$ cat config.mk
export PLATFORM = sky130hd
export DESIGN_NAME = smps_supervisor_fsm
export DESIGN_NICKNAME = d
export VERILOG_FILES = /design/src/rtl/supervisor_pkg.sv /design/src/rtl/smps_supervisor_fsm.sv
export SDC_FILE = /design/constraint.sdc
export NUM_CORES = 1
export LEC_CHECK = 0
export ABC_AREA = 1
export BUFFER_PORTS_ARGS = -buffer_cell sky130_fd_sc_hd__buf_2
export CELL_PAD_IN_SITES_DETAIL_PLACEMENT = 0
export CELL_PAD_IN_SITES_GLOBAL_PLACEMENT = 1
export CORE_UTILIZATION = 30
export CTS_BUF_LIST = sky130_fd_sc_hd__clkbuf_4
export DETAILED_ROUTE_END_ITERATION = 16
export GPL_TIMING_DRIVEN = 0
export PLACE_DENSITY_LB_ADDON = 0.1
export SYNTH_ARGS = -nofsm -noshare
export SYNTH_HDL_FRONTEND = slang
export SYNTH_SLANG_ARGS = --single-unit
$ cat constraint.sdc
create_clock -name CLOCK_I -period 3.4 [get_ports CLOCK_I]
set_input_delay 0.17 -clock CLOCK_I [delete_from_list [all_inputs] [get_ports CLOCK_I]]
set_output_delay 0.17 -clock CLOCK_I [all_outputs]
set_load 0.02 [all_outputs]
$ cat src/rtl/supervisor_pkg.sv
// constants and types shared by the buck supply supervisor
package supervisor_pkg;

   // register byte offsets on the wishbone slave
   localparam logic [7:0] STATUS_OFFSET = 8'h00;
   localparam logic [7:0] LIMITS_OFFSET = 8'h04;
   localparam logic [7:0] PRESETS_OFFSET = 8'h08;
   localparam logic [7:0] RESTART_OFFSET = 8'h0C;

   // status word field positions
   localparam int STAT_STATE_LSB = 0;
   localparam int STAT_GOOD_BIT = 4;
   localparam int STAT_ALARM_BIT = 5;
   localparam int STAT_DRIVE_BIT = 6;
   localparam int STAT_BUDGET_LSB = 8;
   localparam int STAT_DUTY_LSB = 16;

   // limits word field positions, one byte each
   localparam int LOCKOUT_LSB = 0;
   localparam int TEMP_SET_LSB = 8;
   localparam int TEMP_CLEAR_LSB = 16;
   localparam int OVERCURRENT_LSB = 24;

   // widths
   localparam int MEAS_W = 8;
   localparam int BUDGET_W = 4;
   localparam int DELAY_W = 7;

   // values after reset
   localparam logic [31:0] LIMITS_RESET = 32'hE0A0_C040;
   localparam logic [31:0] PRESETS_RESET = 32'hC0A0_8060;
   localparam logic [BUDGET_W-1:0] RESTART_MAX_RESET = 4'h3;

   // start delay preload, in ticks
   localparam logic [DELAY_W-1:0] START_DELAY_TICKS = 7'h64;

   typedef enum logic [2:0] {
      off_state,
      delay_state,
      ramp_state,
      active_state,
      error_state,
      fault_state
   } state_t;

endpackage

$ cat src/rtl/smps_supervisor_fsm.sv
// supervisory state machine for a buck supply, with a wishbone register slave
`timescale 1ns/100ps

////////////////////////////////////////////////////////////////////////////////
// Overview of operation
// - six states: off, start delay, ramping, active, active-with-error, latched fault.
// - off moves to delay when run is high and input exceeds lockout level.
// - off preloads delay counter to 100; delay counts down, ramps at zero.
// - ramping steps duty one count per tick, drives, goes active at target.
// - one ramp state serves both directions, soft start included.
// - active returns to ramping whenever duty differs from target.
// - run low or input below lockout forces off, overriding all else.
// - active enters error when temperature exceeds the set threshold.
// - error returns to active only below the lower clear threshold.
// - output under half target in active or error with zero budget latches fault.
// - short with budget above zero decrements budget and goes off.
// - budget reloads only in off with run low.
// - fault exits only to off; the host releases it by dropping run.
// - in active, alarm follows the over-current comparison.
// - good in active and error, alarm held in error, good low in fault.
// - a later-checked transition condition wins over earlier ones.
// - an illegal state encoding forces the off state.
// - reset puts the state register in off.
// - target comes from four presets picked by the two select lines.
module smps_supervisor_fsm (
   input wire logic CLOCK_I,
   input wire logic RST_I,
   input wire logic CYC_I,
   input wire logic STB_I,
   input wire logic WE_I,
   input wire logic [7:0] ADR_I,
   input wire logic [3:0] SEL_I,
   input wire logic [31:0] DAT_I,
   output logic [31:0] DAT_O,
   output logic ACK_O,
   input wire logic TICK_I,
   input wire logic RUN_I,
   input wire logic [1:0] PRESET_SEL_I,
   input wire logic [supervisor_pkg::MEAS_W-1:0] VIN_MEAS_I,
   input wire logic [supervisor_pkg::MEAS_W-1:0] VOUT_MEAS_I,
   input wire logic [supervisor_pkg::MEAS_W-1:0] CURRENT_MEAS_I,
   input wire logic [supervisor_pkg::MEAS_W-1:0] TEMP_MEAS_I,
   output logic OUTPUT_GOOD_FLAG_O,
   output logic ALARM_INDICATOR_O,
   output logic [supervisor_pkg::MEAS_W-1:0] REFERENCE_DUTY_O,
   output logic DRIVE_ENABLE_O
);
   import supervisor_pkg::*;

   typedef struct packed {
      logic run_meta;
      logic run_sync;
      logic [1:0] sel_meta;
      logic [1:0] sel_sync;
      logic ack;
      logic [31:0] rdata;
      logic [31:0] limits;
      logic [31:0] presets;
      logic [BUDGET_W-1:0] restart_budget_max;
      state_t state;
      logic [DELAY_W-1:0] start_delay_counter;
      logic [BUDGET_W-1:0] budget;
      logic [MEAS_W-1:0] reference_duty;
      logic output_good_flag;
      logic alarm_indicator;
      logic drive;
   } regs_t;

   regs_t r;
   regs_t next_r;

   logic [MEAS_W-1:0] target;
   logic [MEAS_W-1:0] input_lockout_level;
   logic [MEAS_W-1:0] temp_set_threshold;
   logic [MEAS_W-1:0] temp_clear_threshold;
   logic [MEAS_W-1:0] overcurrent_threshold;
   logic release_hit;
   logic start_ok;
   logic short_hit;

   ////////////////////////////////////////////////////////////////////////////
   // preset lookup; select lines index a byte of the preset word
   function automatic logic [MEAS_W-1:0] preset_pick(input logic [31:0] table_w, input logic [1:0] idx);
      logic [MEAS_W-1:0] v;
      v = '0;
      case (idx)
         2'h0: v = table_w[7:0];
         2'h1: v = table_w[15:8];
         2'h2: v = table_w[23:16];
         default: v = table_w[31:24];
      endcase
      return v;
   endfunction

   // byte-lane merge of a write into a stored word
   function automatic logic [31:0] lane_merge(input logic [31:0] old_w, input logic [31:0] new_w,
                                              input logic [3:0] lanes);
      logic [31:0] v;
      v = old_w;
      for (int i = 0; i < 4; i++) begin
         if (lanes[i]) begin
            v[i*8 +: 8] = new_w[i*8 +: 8];
         end
      end
      return v;
   endfunction

   ////////////////////////////////////////////////////////////////////////////
   // decoded thresholds and comparisons seen by the machine
   assign target = preset_pick(r.presets, r.sel_sync);
   assign input_lockout_level = r.limits[LOCKOUT_LSB +: MEAS_W];
   assign temp_set_threshold = r.limits[TEMP_SET_LSB +: MEAS_W];
   assign temp_clear_threshold = r.limits[TEMP_CLEAR_LSB +: MEAS_W];
   assign overcurrent_threshold = r.limits[OVERCURRENT_LSB +: MEAS_W];
   assign release_hit = !r.run_sync || (VIN_MEAS_I < input_lockout_level);
   assign start_ok = r.run_sync && (VIN_MEAS_I > input_lockout_level);
   assign short_hit = VOUT_MEAS_I < (target >> 1);

   ////////////////////////////////////////////////////////////////////////////
   // next-state logic: synchronisers, bus slave, supervisor machine
   always_comb begin
      logic [31:0] status_w;
      status_w = '0;
      next_r = r;

      // pin synchronisers
      next_r.run_meta = RUN_I;
      next_r.run_sync = r.run_meta;
      next_r.sel_meta = PRESET_SEL_I;
      next_r.sel_sync = r.sel_meta;

      // status word
      status_w[STAT_STATE_LSB +: 3] = r.state;
      status_w[STAT_GOOD_BIT] = r.output_good_flag;
      status_w[STAT_ALARM_BIT] = r.alarm_indicator;
      status_w[STAT_DRIVE_BIT] = r.drive;
      status_w[STAT_BUDGET_LSB +: BUDGET_W] = r.budget;
      status_w[STAT_DUTY_LSB +: MEAS_W] = r.reference_duty;

      // wishbone: one-cycle registered answer, ack dropped the cycle after
      next_r.ack = 1'b0;
      if (CYC_I && STB_I && !r.ack) begin
         next_r.ack = 1'b1;
         next_r.rdata = '0;
         case (ADR_I)
            STATUS_OFFSET: next_r.rdata = status_w;
            LIMITS_OFFSET: begin
               next_r.rdata = r.limits;
               if (WE_I) begin
                  next_r.limits = lane_merge(r.limits, DAT_I, SEL_I);
               end
            end
            PRESETS_OFFSET: begin
               next_r.rdata = r.presets;
               if (WE_I) begin
                  next_r.presets = lane_merge(r.presets, DAT_I, SEL_I);
               end
            end
            RESTART_OFFSET: begin
               next_r.rdata[BUDGET_W-1:0] = r.restart_budget_max;
               if (WE_I && SEL_I[0]) begin
                  next_r.restart_budget_max = DAT_I[BUDGET_W-1:0];
               end
            end
            default: next_r.rdata = '0;
         endcase
      end

      // supervisor evaluates only on a tick
      if (TICK_I) begin
         case (r.state)
            off_state: begin
               next_r.start_delay_counter = START_DELAY_TICKS;
               if (!r.run_sync) begin
                  next_r.budget = r.restart_budget_max;
               end
               if (start_ok) begin
                  next_r.state = delay_state;
               end
            end
            delay_state: begin
               next_r.start_delay_counter = r.start_delay_counter - 7'h01;
               if (next_r.start_delay_counter == '0) begin
                  next_r.state = ramp_state;
               end
            end
            ramp_state: begin
               // same state slews both ways
               if (r.reference_duty < target) begin
                  next_r.reference_duty = r.reference_duty + 8'h01;
               end else if (r.reference_duty > target) begin
                  next_r.reference_duty = r.reference_duty - 8'h01;
               end
               if (next_r.reference_duty == target) begin
                  next_r.state = active_state;
               end
            end
            active_state: begin
               if (r.reference_duty != target) begin
                  next_r.state = ramp_state;
               end
               if (TEMP_MEAS_I > temp_set_threshold) begin
                  next_r.state = error_state;
               end
               if (short_hit) begin
                  if (r.budget == '0) begin
                     next_r.state = fault_state;
                  end else begin
                     next_r.budget = r.budget - 4'h1;
                     next_r.state = off_state;
                  end
               end
            end
            error_state: begin
               if (TEMP_MEAS_I < temp_clear_threshold) begin
                  next_r.state = active_state;
               end
               if (short_hit) begin
                  if (r.budget == '0) begin
                     next_r.state = fault_state;
                  end else begin
                     next_r.budget = r.budget - 4'h1;
                     next_r.state = off_state;
                  end
               end
            end
            fault_state: begin
               next_r.state = fault_state;
            end
            default: begin
               next_r.state = off_state;
            end
         endcase

         // checked last so it overrides every other transition
         if (release_hit) begin
            next_r.state = off_state;
         end

         // every way into off rearms the full start delay, not only a tick spent in off
         if (next_r.state == off_state) begin
            next_r.start_delay_counter = START_DELAY_TICKS;
         end

         // outputs follow the state being entered
         case (next_r.state)
            off_state, delay_state, fault_state: begin
               next_r.reference_duty = '0;
               next_r.drive = 1'b0;
               next_r.output_good_flag = 1'b0;
               next_r.alarm_indicator = 1'b1;
            end
            ramp_state: begin
               next_r.drive = 1'b1;
               next_r.output_good_flag = 1'b0;
               next_r.alarm_indicator = 1'b0;
            end
            active_state: begin
               next_r.drive = 1'b1;
               next_r.output_good_flag = 1'b1;
               next_r.alarm_indicator = CURRENT_MEAS_I > overcurrent_threshold;
            end
            default: begin
               next_r.drive = 1'b1;
               next_r.output_good_flag = 1'b1;
               next_r.alarm_indicator = 1'b1;
            end
         endcase
      end
   end

   ////////////////////////////////////////////////////////////////////////////
   // state register
   always_ff @(posedge CLOCK_I) begin
      if (RST_I) begin
         r.run_meta <= 1'b0;
         r.run_sync <= 1'b0;
         r.sel_meta <= 2'h0;
         r.sel_sync <= 2'h0;
         r.ack <= 1'b0;
         r.rdata <= 32'h0000_0000;
         r.limits <= LIMITS_RESET;
         r.presets <= PRESETS_RESET;
         r.restart_budget_max <= RESTART_MAX_RESET;
         r.state <= off_state;
         r.start_delay_counter <= START_DELAY_TICKS;
         r.budget <= RESTART_MAX_RESET;
         r.reference_duty <= 8'h00;
         r.output_good_flag <= 1'b0;
         r.alarm_indicator <= 1'b1;
         r.drive <= 1'b0;
      end else begin
         r <= next_r;
      end
   end

   // ports
   assign ACK_O = r.ack;
   assign DAT_O = r.rdata;
   assign OUTPUT_GOOD_FLAG_O = r.output_good_flag;
   assign ALARM_INDICATOR_O = r.alarm_indicator;
   assign REFERENCE_DUTY_O = r.reference_duty;
   assign DRIVE_ENABLE_O = r.drive;
endmodule

==> results.md, run 1 <==
- Pwr/cell area: 312 nW/um^2
- CP Max Fanout: 8
- Run status: complete, but fails checks
- Clk sinks: 132
- Grt ovf: 0
- Final HPWL DP: 22,200 um
- Initial antenna violation count: 1
- Fraction of layout cells with a size suffix above 1: 0.244
- Largest net degree at the start of global routing: 17
- PortBufs: 127
- RSZ-0062 raised after global routing: true
- Routed vias: 8,016
- Detailed Route Iter0 Violations: 430
- Period minus WS final: 3640 ps
- Max Clock Skew: 33.9 ps
- Starting density of the core: 0.306
- Fmax: 275 MHz
- Mapped Nets: 1,238
- DR WL met2: 13,500 um
- Synth Register Bits: 132
- Register area share after synthesis: 0.342
- Post-route insts no fill: 1,663
- Failing checks: setup timing
- Max clock buf depth: 2
- Final RePlAce weighted congestion: 0.893
- CP required: 3890 ps
- Aggregate routed wire length: 28,300 um
- Synth warn: 0
- # IOs: 129
- VDD IR max: 0.000178 V
- WP data arrival: 4130 ps
- Skew-Pair Late Insertion Delay: 590 ps
- CTS Root Cell: clkbuf_4
- Synth cell types: 41
- Overall Global Routing Usage: 0.217
- Metal3 WL: 1050 um
- Final Max Slew Viols: 0
- Placed insts: 1,560
- Mean area per synthesized cell: 7.01 um^2
- Die W: 163 um
- First-pass GRT wire length: 42,800 um
- Critical path class: flop to flop
- Nets: 1,453
- Relative slew slack: 0.229
- Hold WC Path Type: input port to flop
- Mapped Cells: 1,103
- DRT met1 WL: 13,100 um
- Row cnt: 58
- Synth Flop Type: dfxtp_1
- CTS tree: built
- Die ar.: 26,400 um^2
- Area leader, netlist: dfxtp_1
- Core Area: 25,300 um^2
- Asr flop ratio synth: 0
- DR DRC count: 0
- Area delta synth->final: 30.5%
- Die Ht: 163 um
- Routed len/inst: 17.0 um
- Post-route ant nets: 0
- Part of the cycle the worst path needs: 1.07
- Leak: 4.38 nW
- Setup violators final: 18
- Critical Path Sink Type: flop
- Setup crit start kind: flop
- Filler cell count: 2,716
- Max cap viols: 0
- Vias per cell: 4.82
- Area contributors post-synth: dfxtp_1 34%, nand2_1 9.6%, ha_1 8.1%
- Post-synth EDFFs: 0
- Vias in the first global route: 7,653
- Post-synth top area share: 0.342
- Pre-CTS WS: -1000 ps
- Top Layer Used: met4
- Pre-Repair DR Iteration Count: 5
- Fin worst setup slack: -241 ps
- CTS buffer count: 17
- Worst slew pin tran: 1150 ps
- Clk slew on worst S/H paths: 140 ps
- Htree depth: 4
- Final hold violation count: 0
- Mapped cell area: 7730 um^2
layer usage:
metal  vias to the layer above  global-route usage
met5                         -                   0
li1                       4109                   -
met1                      3693               0.282
met2                       184               0.370
met3                        30              0.0303
met4                         0              0.0639
kinds of logic (layout without fill, tap and decap cells):
family / after synthesis / in the layout / share of synthesized area
fa+ha+maj: 50 / 50 / 0.0809
other cells: 0 / 2 / 0
xor+xnor: 6 / 6 / 0.00680
compound gates: 295 / 295 / 0.213
simple gates: 394 / 394 / 0.224
flops: 132 / 132 / 0.342
buf+inv: 226 / 454 / 0.133
placed cells by master, fill, tap and decap left out, types with 4 or more instances in the layout:
cell type / instances
nand2_1: 180
inv_1: 134
dfxtp_1: 130
buf_2: 127
a21oi_1: 117
o21ai_0: 87
nor2_1: 69
buf_4: 65
nand3_1: 49
ha_1: 46
dlygate4sd3_1: 36
clkbuf_1: 31
o211ai_1: 25
o22ai_1: 24
nand2_2: 24
clkbuf_4: 19
nor3_1: 18
nand3_2: 14
nand4_1: 13
buf_6: 10
nand2_4: 6
o21ai_1: 6
a21oi_2: 6
o221ai_1: 6
inv_2: 5
nor2_2: 5
inv_6: 4
clkinv_1: 4
buf_1: 4
nand3b_1: 4
xor2_1: 4
ha_4: 4
Yosys cell counts (5+ instances only):
cell,count
nand2_1,198
o22ai_1,26
o221ai_1,6
nor2_1,75
buf_4,41
nand2_2,12
ha_1,50
clkbuf_1,33
nand3_1,60
a21oi_1,124
inv_1,139
o21ai_0,95
a211oi_1,5
dfxtp_1,132
o211ai_1,25
nand4_1,13
nor3_1,20
state kept, by name (all words and copies together), names as in the netlist:
register               count
overcurrent_threshold      8
REFERENCE_DUTY_O           8
OUTPUT_GOOD_FLAG_O         1
DAT_O                     32
ALARM_INDICATOR_O          1
input_lockout_level        8
next_r                     3
DRIVE_ENABLE_O             1
ACK_O                      1
r                         69
repair_timing:
action	in CTS	in global routing
hold buffers	36	0
pin swaps	27	41
gates resized for setup	45	56
gates cloned	1	0
setup endpoints to repair	25	19
endpoints found under the hold margin	71	0
setup buffers	23	9
power by group:
part / internal, W / total (W) / leakage, nW / switching [W]
Combinational: 0.000178 / 0.000439 / 3.16 / 0.000260
Sequential: 0.00156 / 0.00157 / 1.07 / 0.0000117
Clock: 0.000453 / 0.00114 / 0.151 / 0.000683
Total: 0.00219 / 0.00315 / 4.38 / 0.000955
area by class of cell:
cell class / count / area, um^2 / share of cell area
antenna: 2 / 5.00 / 0.000496
clock inverter: 14 / 153 / 0.0151
multi-input combinational: 745 / 4390 / 0.435
inverter: 144 / 546 / 0.0541
sequential: 132 / 2650 / 0.262
buffer: 82 / 508 / 0.0504
clock buffer: 18 / 135 / 0.0134
timing repair buffer: 196 / 1290 / 0.128
tap: 330 / 413 / 0.0409
metrics by stage:
step	hold WS [ps]	power [W]	utilization	setup TNS [ps]	instance area (um^2)
floorplan	277	0.00181	-	0	7730
CTS	12.9	0.00315	0.388	-3520	9790
global route	54.8	0.00329	0.399	-6960	10100
finish	41.0	0.00315	0.399	-3140	10100
detailed placement	387	0.00196	0.348	-18460	8780
global placement	372	0.00196	0.348	-17730	8780
worst paths after layout:
path / startpoint / to / slack, ps / cells after the start
setup / recovery: r[126]$_SDFF_PP0_ / REFERENCE_DUTY_O[7]$_SDFFE_PP0P_ / -240 / 27
hold / removal: STB_I / DAT_O[16]$_SDFFE_PP0P_ / 40 / 5
setup reg to reg: r[126]$_SDFF_PP0_ / REFERENCE_DUTY_O[7]$_SDFFE_PP0P_ / -240 / 27
hold reg to reg: next_r[130]$_SDFF_PP0_ / r[130]$_SDFF_PP0_ / 420 / 2
critical path, stage by stage, from the launching register on:
cell and delay (ps):
dfxtp_2 360, buf_6 140, inv_6 40, o211ai_1 220, a21oi_2 70, a21oi_4 210, inv_2 90, ha_4 260
nand4_1 200, nor2_2 190, nand3_4 140, nand2_4 110, buf_6 100, nor3_2 30, nand2_1 90, nand3_2 90
nand2_2 110, nand2_2 50, nand2_2 70, nor2_2 40, nand2_2 80, o21ai_4 80, buf_6 130, o21ai_4 200
nand2_2 100, nand2_4 130, nand2_2 60, a21oi_2 150
Note: power is estimated with default switching activity, not from simulation.
==> inputs of run 2 (changes only) <==
--- a/config.mk
+++ b/config.mk
@@ -7,13 +7,11 @@
 export LEC_CHECK = 0
 export ABC_AREA = 1
 export BUFFER_PORTS_ARGS = -buffer_cell sky130_fd_sc_hd__buf_2
-export CELL_PAD_IN_SITES_DETAIL_PLACEMENT = 0
-export CELL_PAD_IN_SITES_GLOBAL_PLACEMENT = 1
 export CORE_UTILIZATION = 30
 export CTS_BUF_LIST = sky130_fd_sc_hd__clkbuf_4
 export DETAILED_ROUTE_END_ITERATION = 16
 export GPL_TIMING_DRIVEN = 0
-export PLACE_DENSITY_LB_ADDON = 0.1
+export SLEW_MARGIN = 40
 export SYNTH_ARGS = -nofsm -noshare
 export SYNTH_HDL_FRONTEND = slang
 export SYNTH_SLANG_ARGS = --single-unit
==> run 2 against run 1 <==
The run still ends with setup timing left. Highest routed layer unchanged. Critical path depth fell by 5. Setup slack got worse by 7.7 ps. Register-to-register slack barely moved. Routed wire length fell by 6.1%. Total power fell by 0.64%. Combinational power fell by 3%. Cell area fell by 0.78%. Maximum frequency fell by 0.21%. Die area did not move.
==> results.md, run 2 (same netlist as run 1, synthesis figures left out) <==
- Final HPWL DP: 20,500 um
- Fraction of layout cells with a size suffix above 1: 0.234
- Vias in the first global route: 7,688
- Setup TNS: -3340 ps
- Fmax: 274 MHz
- Core Area: 25,300 um^2
- Routed len/inst: 16.0 um
- VDD IR max: 0.000181 V
- Relative slew slack: 0.467
- Die ar.: 26,400 um^2
- Leak: 4.38 nW
- Max cap viols: 0
- Final RePlAce weighted congestion: 0.918
- Clk slew on worst S/H paths: 130 ps
- # IOs: 129
- CTS Root Cell: clkbuf_4
- Aggregate routed wire length: 26,600 um
- Row cnt: 58
- Commonest non-fill, non-tap cell in the layout: nand2_1
- Area delta synth->final: 29.5%
- Part of the cycle the worst path needs: 1.07
- Htree depth: 4
- Fin worst setup slack: -249 ps
- CTS tree: built
- Starting density of the core: 0.306
- Setup violators final: 18
- Hold WC Path Type: input port to flop
- Final hold violation count: 0
- Largest Register: r
- Initial antenna violation count: 1
- Run status: complete, but fails checks
- Period minus WS final: 3650 ps
- Die W: 163 um
- Die Ht: 163 um
- DR DRC count: 0
- Clk sinks: 132
- Nets: 1,458
- Overall Global Routing Usage: 0.202
- Final Max Slew Viols: 0
- Critical Path Sink Type: flop
- Skew-Pair Late Insertion Delay: 560 ps
- Setup crit start kind: flop
- Critical path class: flop to flop
- Max reg flops: 69
- Pre-CTS WS: -859 ps
- First-pass GRT wire length: 41,000 um
- PortBufs: 127
- WP data arrival: 4060 ps
- CP Max Fanout: 5
- Largest net degree at the start of global routing: 17
- Worst slew pin tran: 799 ps
- Max Clock Skew: 24.4 ps
- Detailed Route Iter0 Violations: 531
- Most frequent cells in the layout: 187 x nand2_1, 135 x inv_1, 130 x dfxtp_1
- Util after Layout: 0.396
- Pwr/cell area: 312 nW/um^2
- Max clock buf depth: 2
- Vias per cell: 4.93
- Routed vias: 8,216
- Post-route ant nets: 0
- Grt ovf: 0
- CP required: 3820 ps
- CTS buffer count: 17
- Failing checks: setup timing
- Pre-Repair DR Iteration Count: 5
- RSZ-0062 raised after global routing: true
run 2: through the flow:
stage / instances / instance area (um^2) / total power (W) / hold WS, ps
detailed placement: 1560 / 8800 / 0.00196 / 383
CTS: 1658 / 9850 / 0.00313 / 1.03
global placement: 1560 / 8780 / 0.00195 / 383
finish: 1667 / 10000 / 0.00313 / 44.6
floorplan: 1103 / 7730 / 0.00181 / 277
global route: 1667 / 10000 / 0.00326 / 43.1
run 2: layer usage:
metal	global-route usage	vias up	wire length, um
met1	0.266	3781	12000
li1	-	4114	-
met5	0	-	0
met4	0.0849	0	784
met2	0.328	278	12300
met3	0.0306	43	1490
run 2: report_power, final:
part	internal (W)	leakage, nW	total [W]	switching, W
clock network	0.000511	0.143	0.00113	0.000615
registers	0.00156	1.07	0.00157	0.0000127
logic	0.000176	3.16	0.000427	0.000251
run 2: area by class of cell:
type                       instances  area, um^2
antenna                            1        2.50
buffer                            82         509
clock buffer                      18         135
clock inverter                    14         161
fill                            2727       15200
inverter                         144         543
multi-input combinational        745        4290
sequential                       132        2650
tap                              330         413
timing repair buffer             201        1300
run 2: worst paths after layout:
check	startpoint	endpoint	slack, ps	cells past startpoint
worst max-delay path	r[127]$_SDFF_PP0_	REFERENCE_DUTY_O[3]$_SDFFE_PP0P_	-250	22
worst min-delay path	SEL_I[3]	r[59]$_SDFFE_PP1P_	40	5
worst max register to register	r[127]$_SDFF_PP0_	REFERENCE_DUTY_O[3]$_SDFFE_PP0P_	-250	22
worst min register to register	next_r[130]$_SDFF_PP0_	r[130]$_SDFF_PP0_	410	2
run 2: timing repair:
item | in CTS | in global routing
endpoints found under the setup margin | 21 | 19
endpoints found under the hold margin | 71 | 0
setup buffers | 29 | 8
gates cloned | 2 | 0
pin swaps | 21 | 22
hold buffers | 35 | 0
resized for setup | 45 | 25
run 2: critical path: stages (launching register included):
cell and delay (ps):
dfxtp_4 400, clkbuf_4 170, nor3_1 260, o22ai_2 210, ha_1 360, nand4_1 160, nor2_1 150, nand3_2 200
nand2_4 170, buf_6 120, nand2_4 50, nand3_2 80, nand2_2 70, buf_4 130, buf_4 120, buf_4 120
buf_4 120, buf_4 120, buf_4 120, buf_4 120, buf_4 120, nand4_1 80, a21oi_1 70
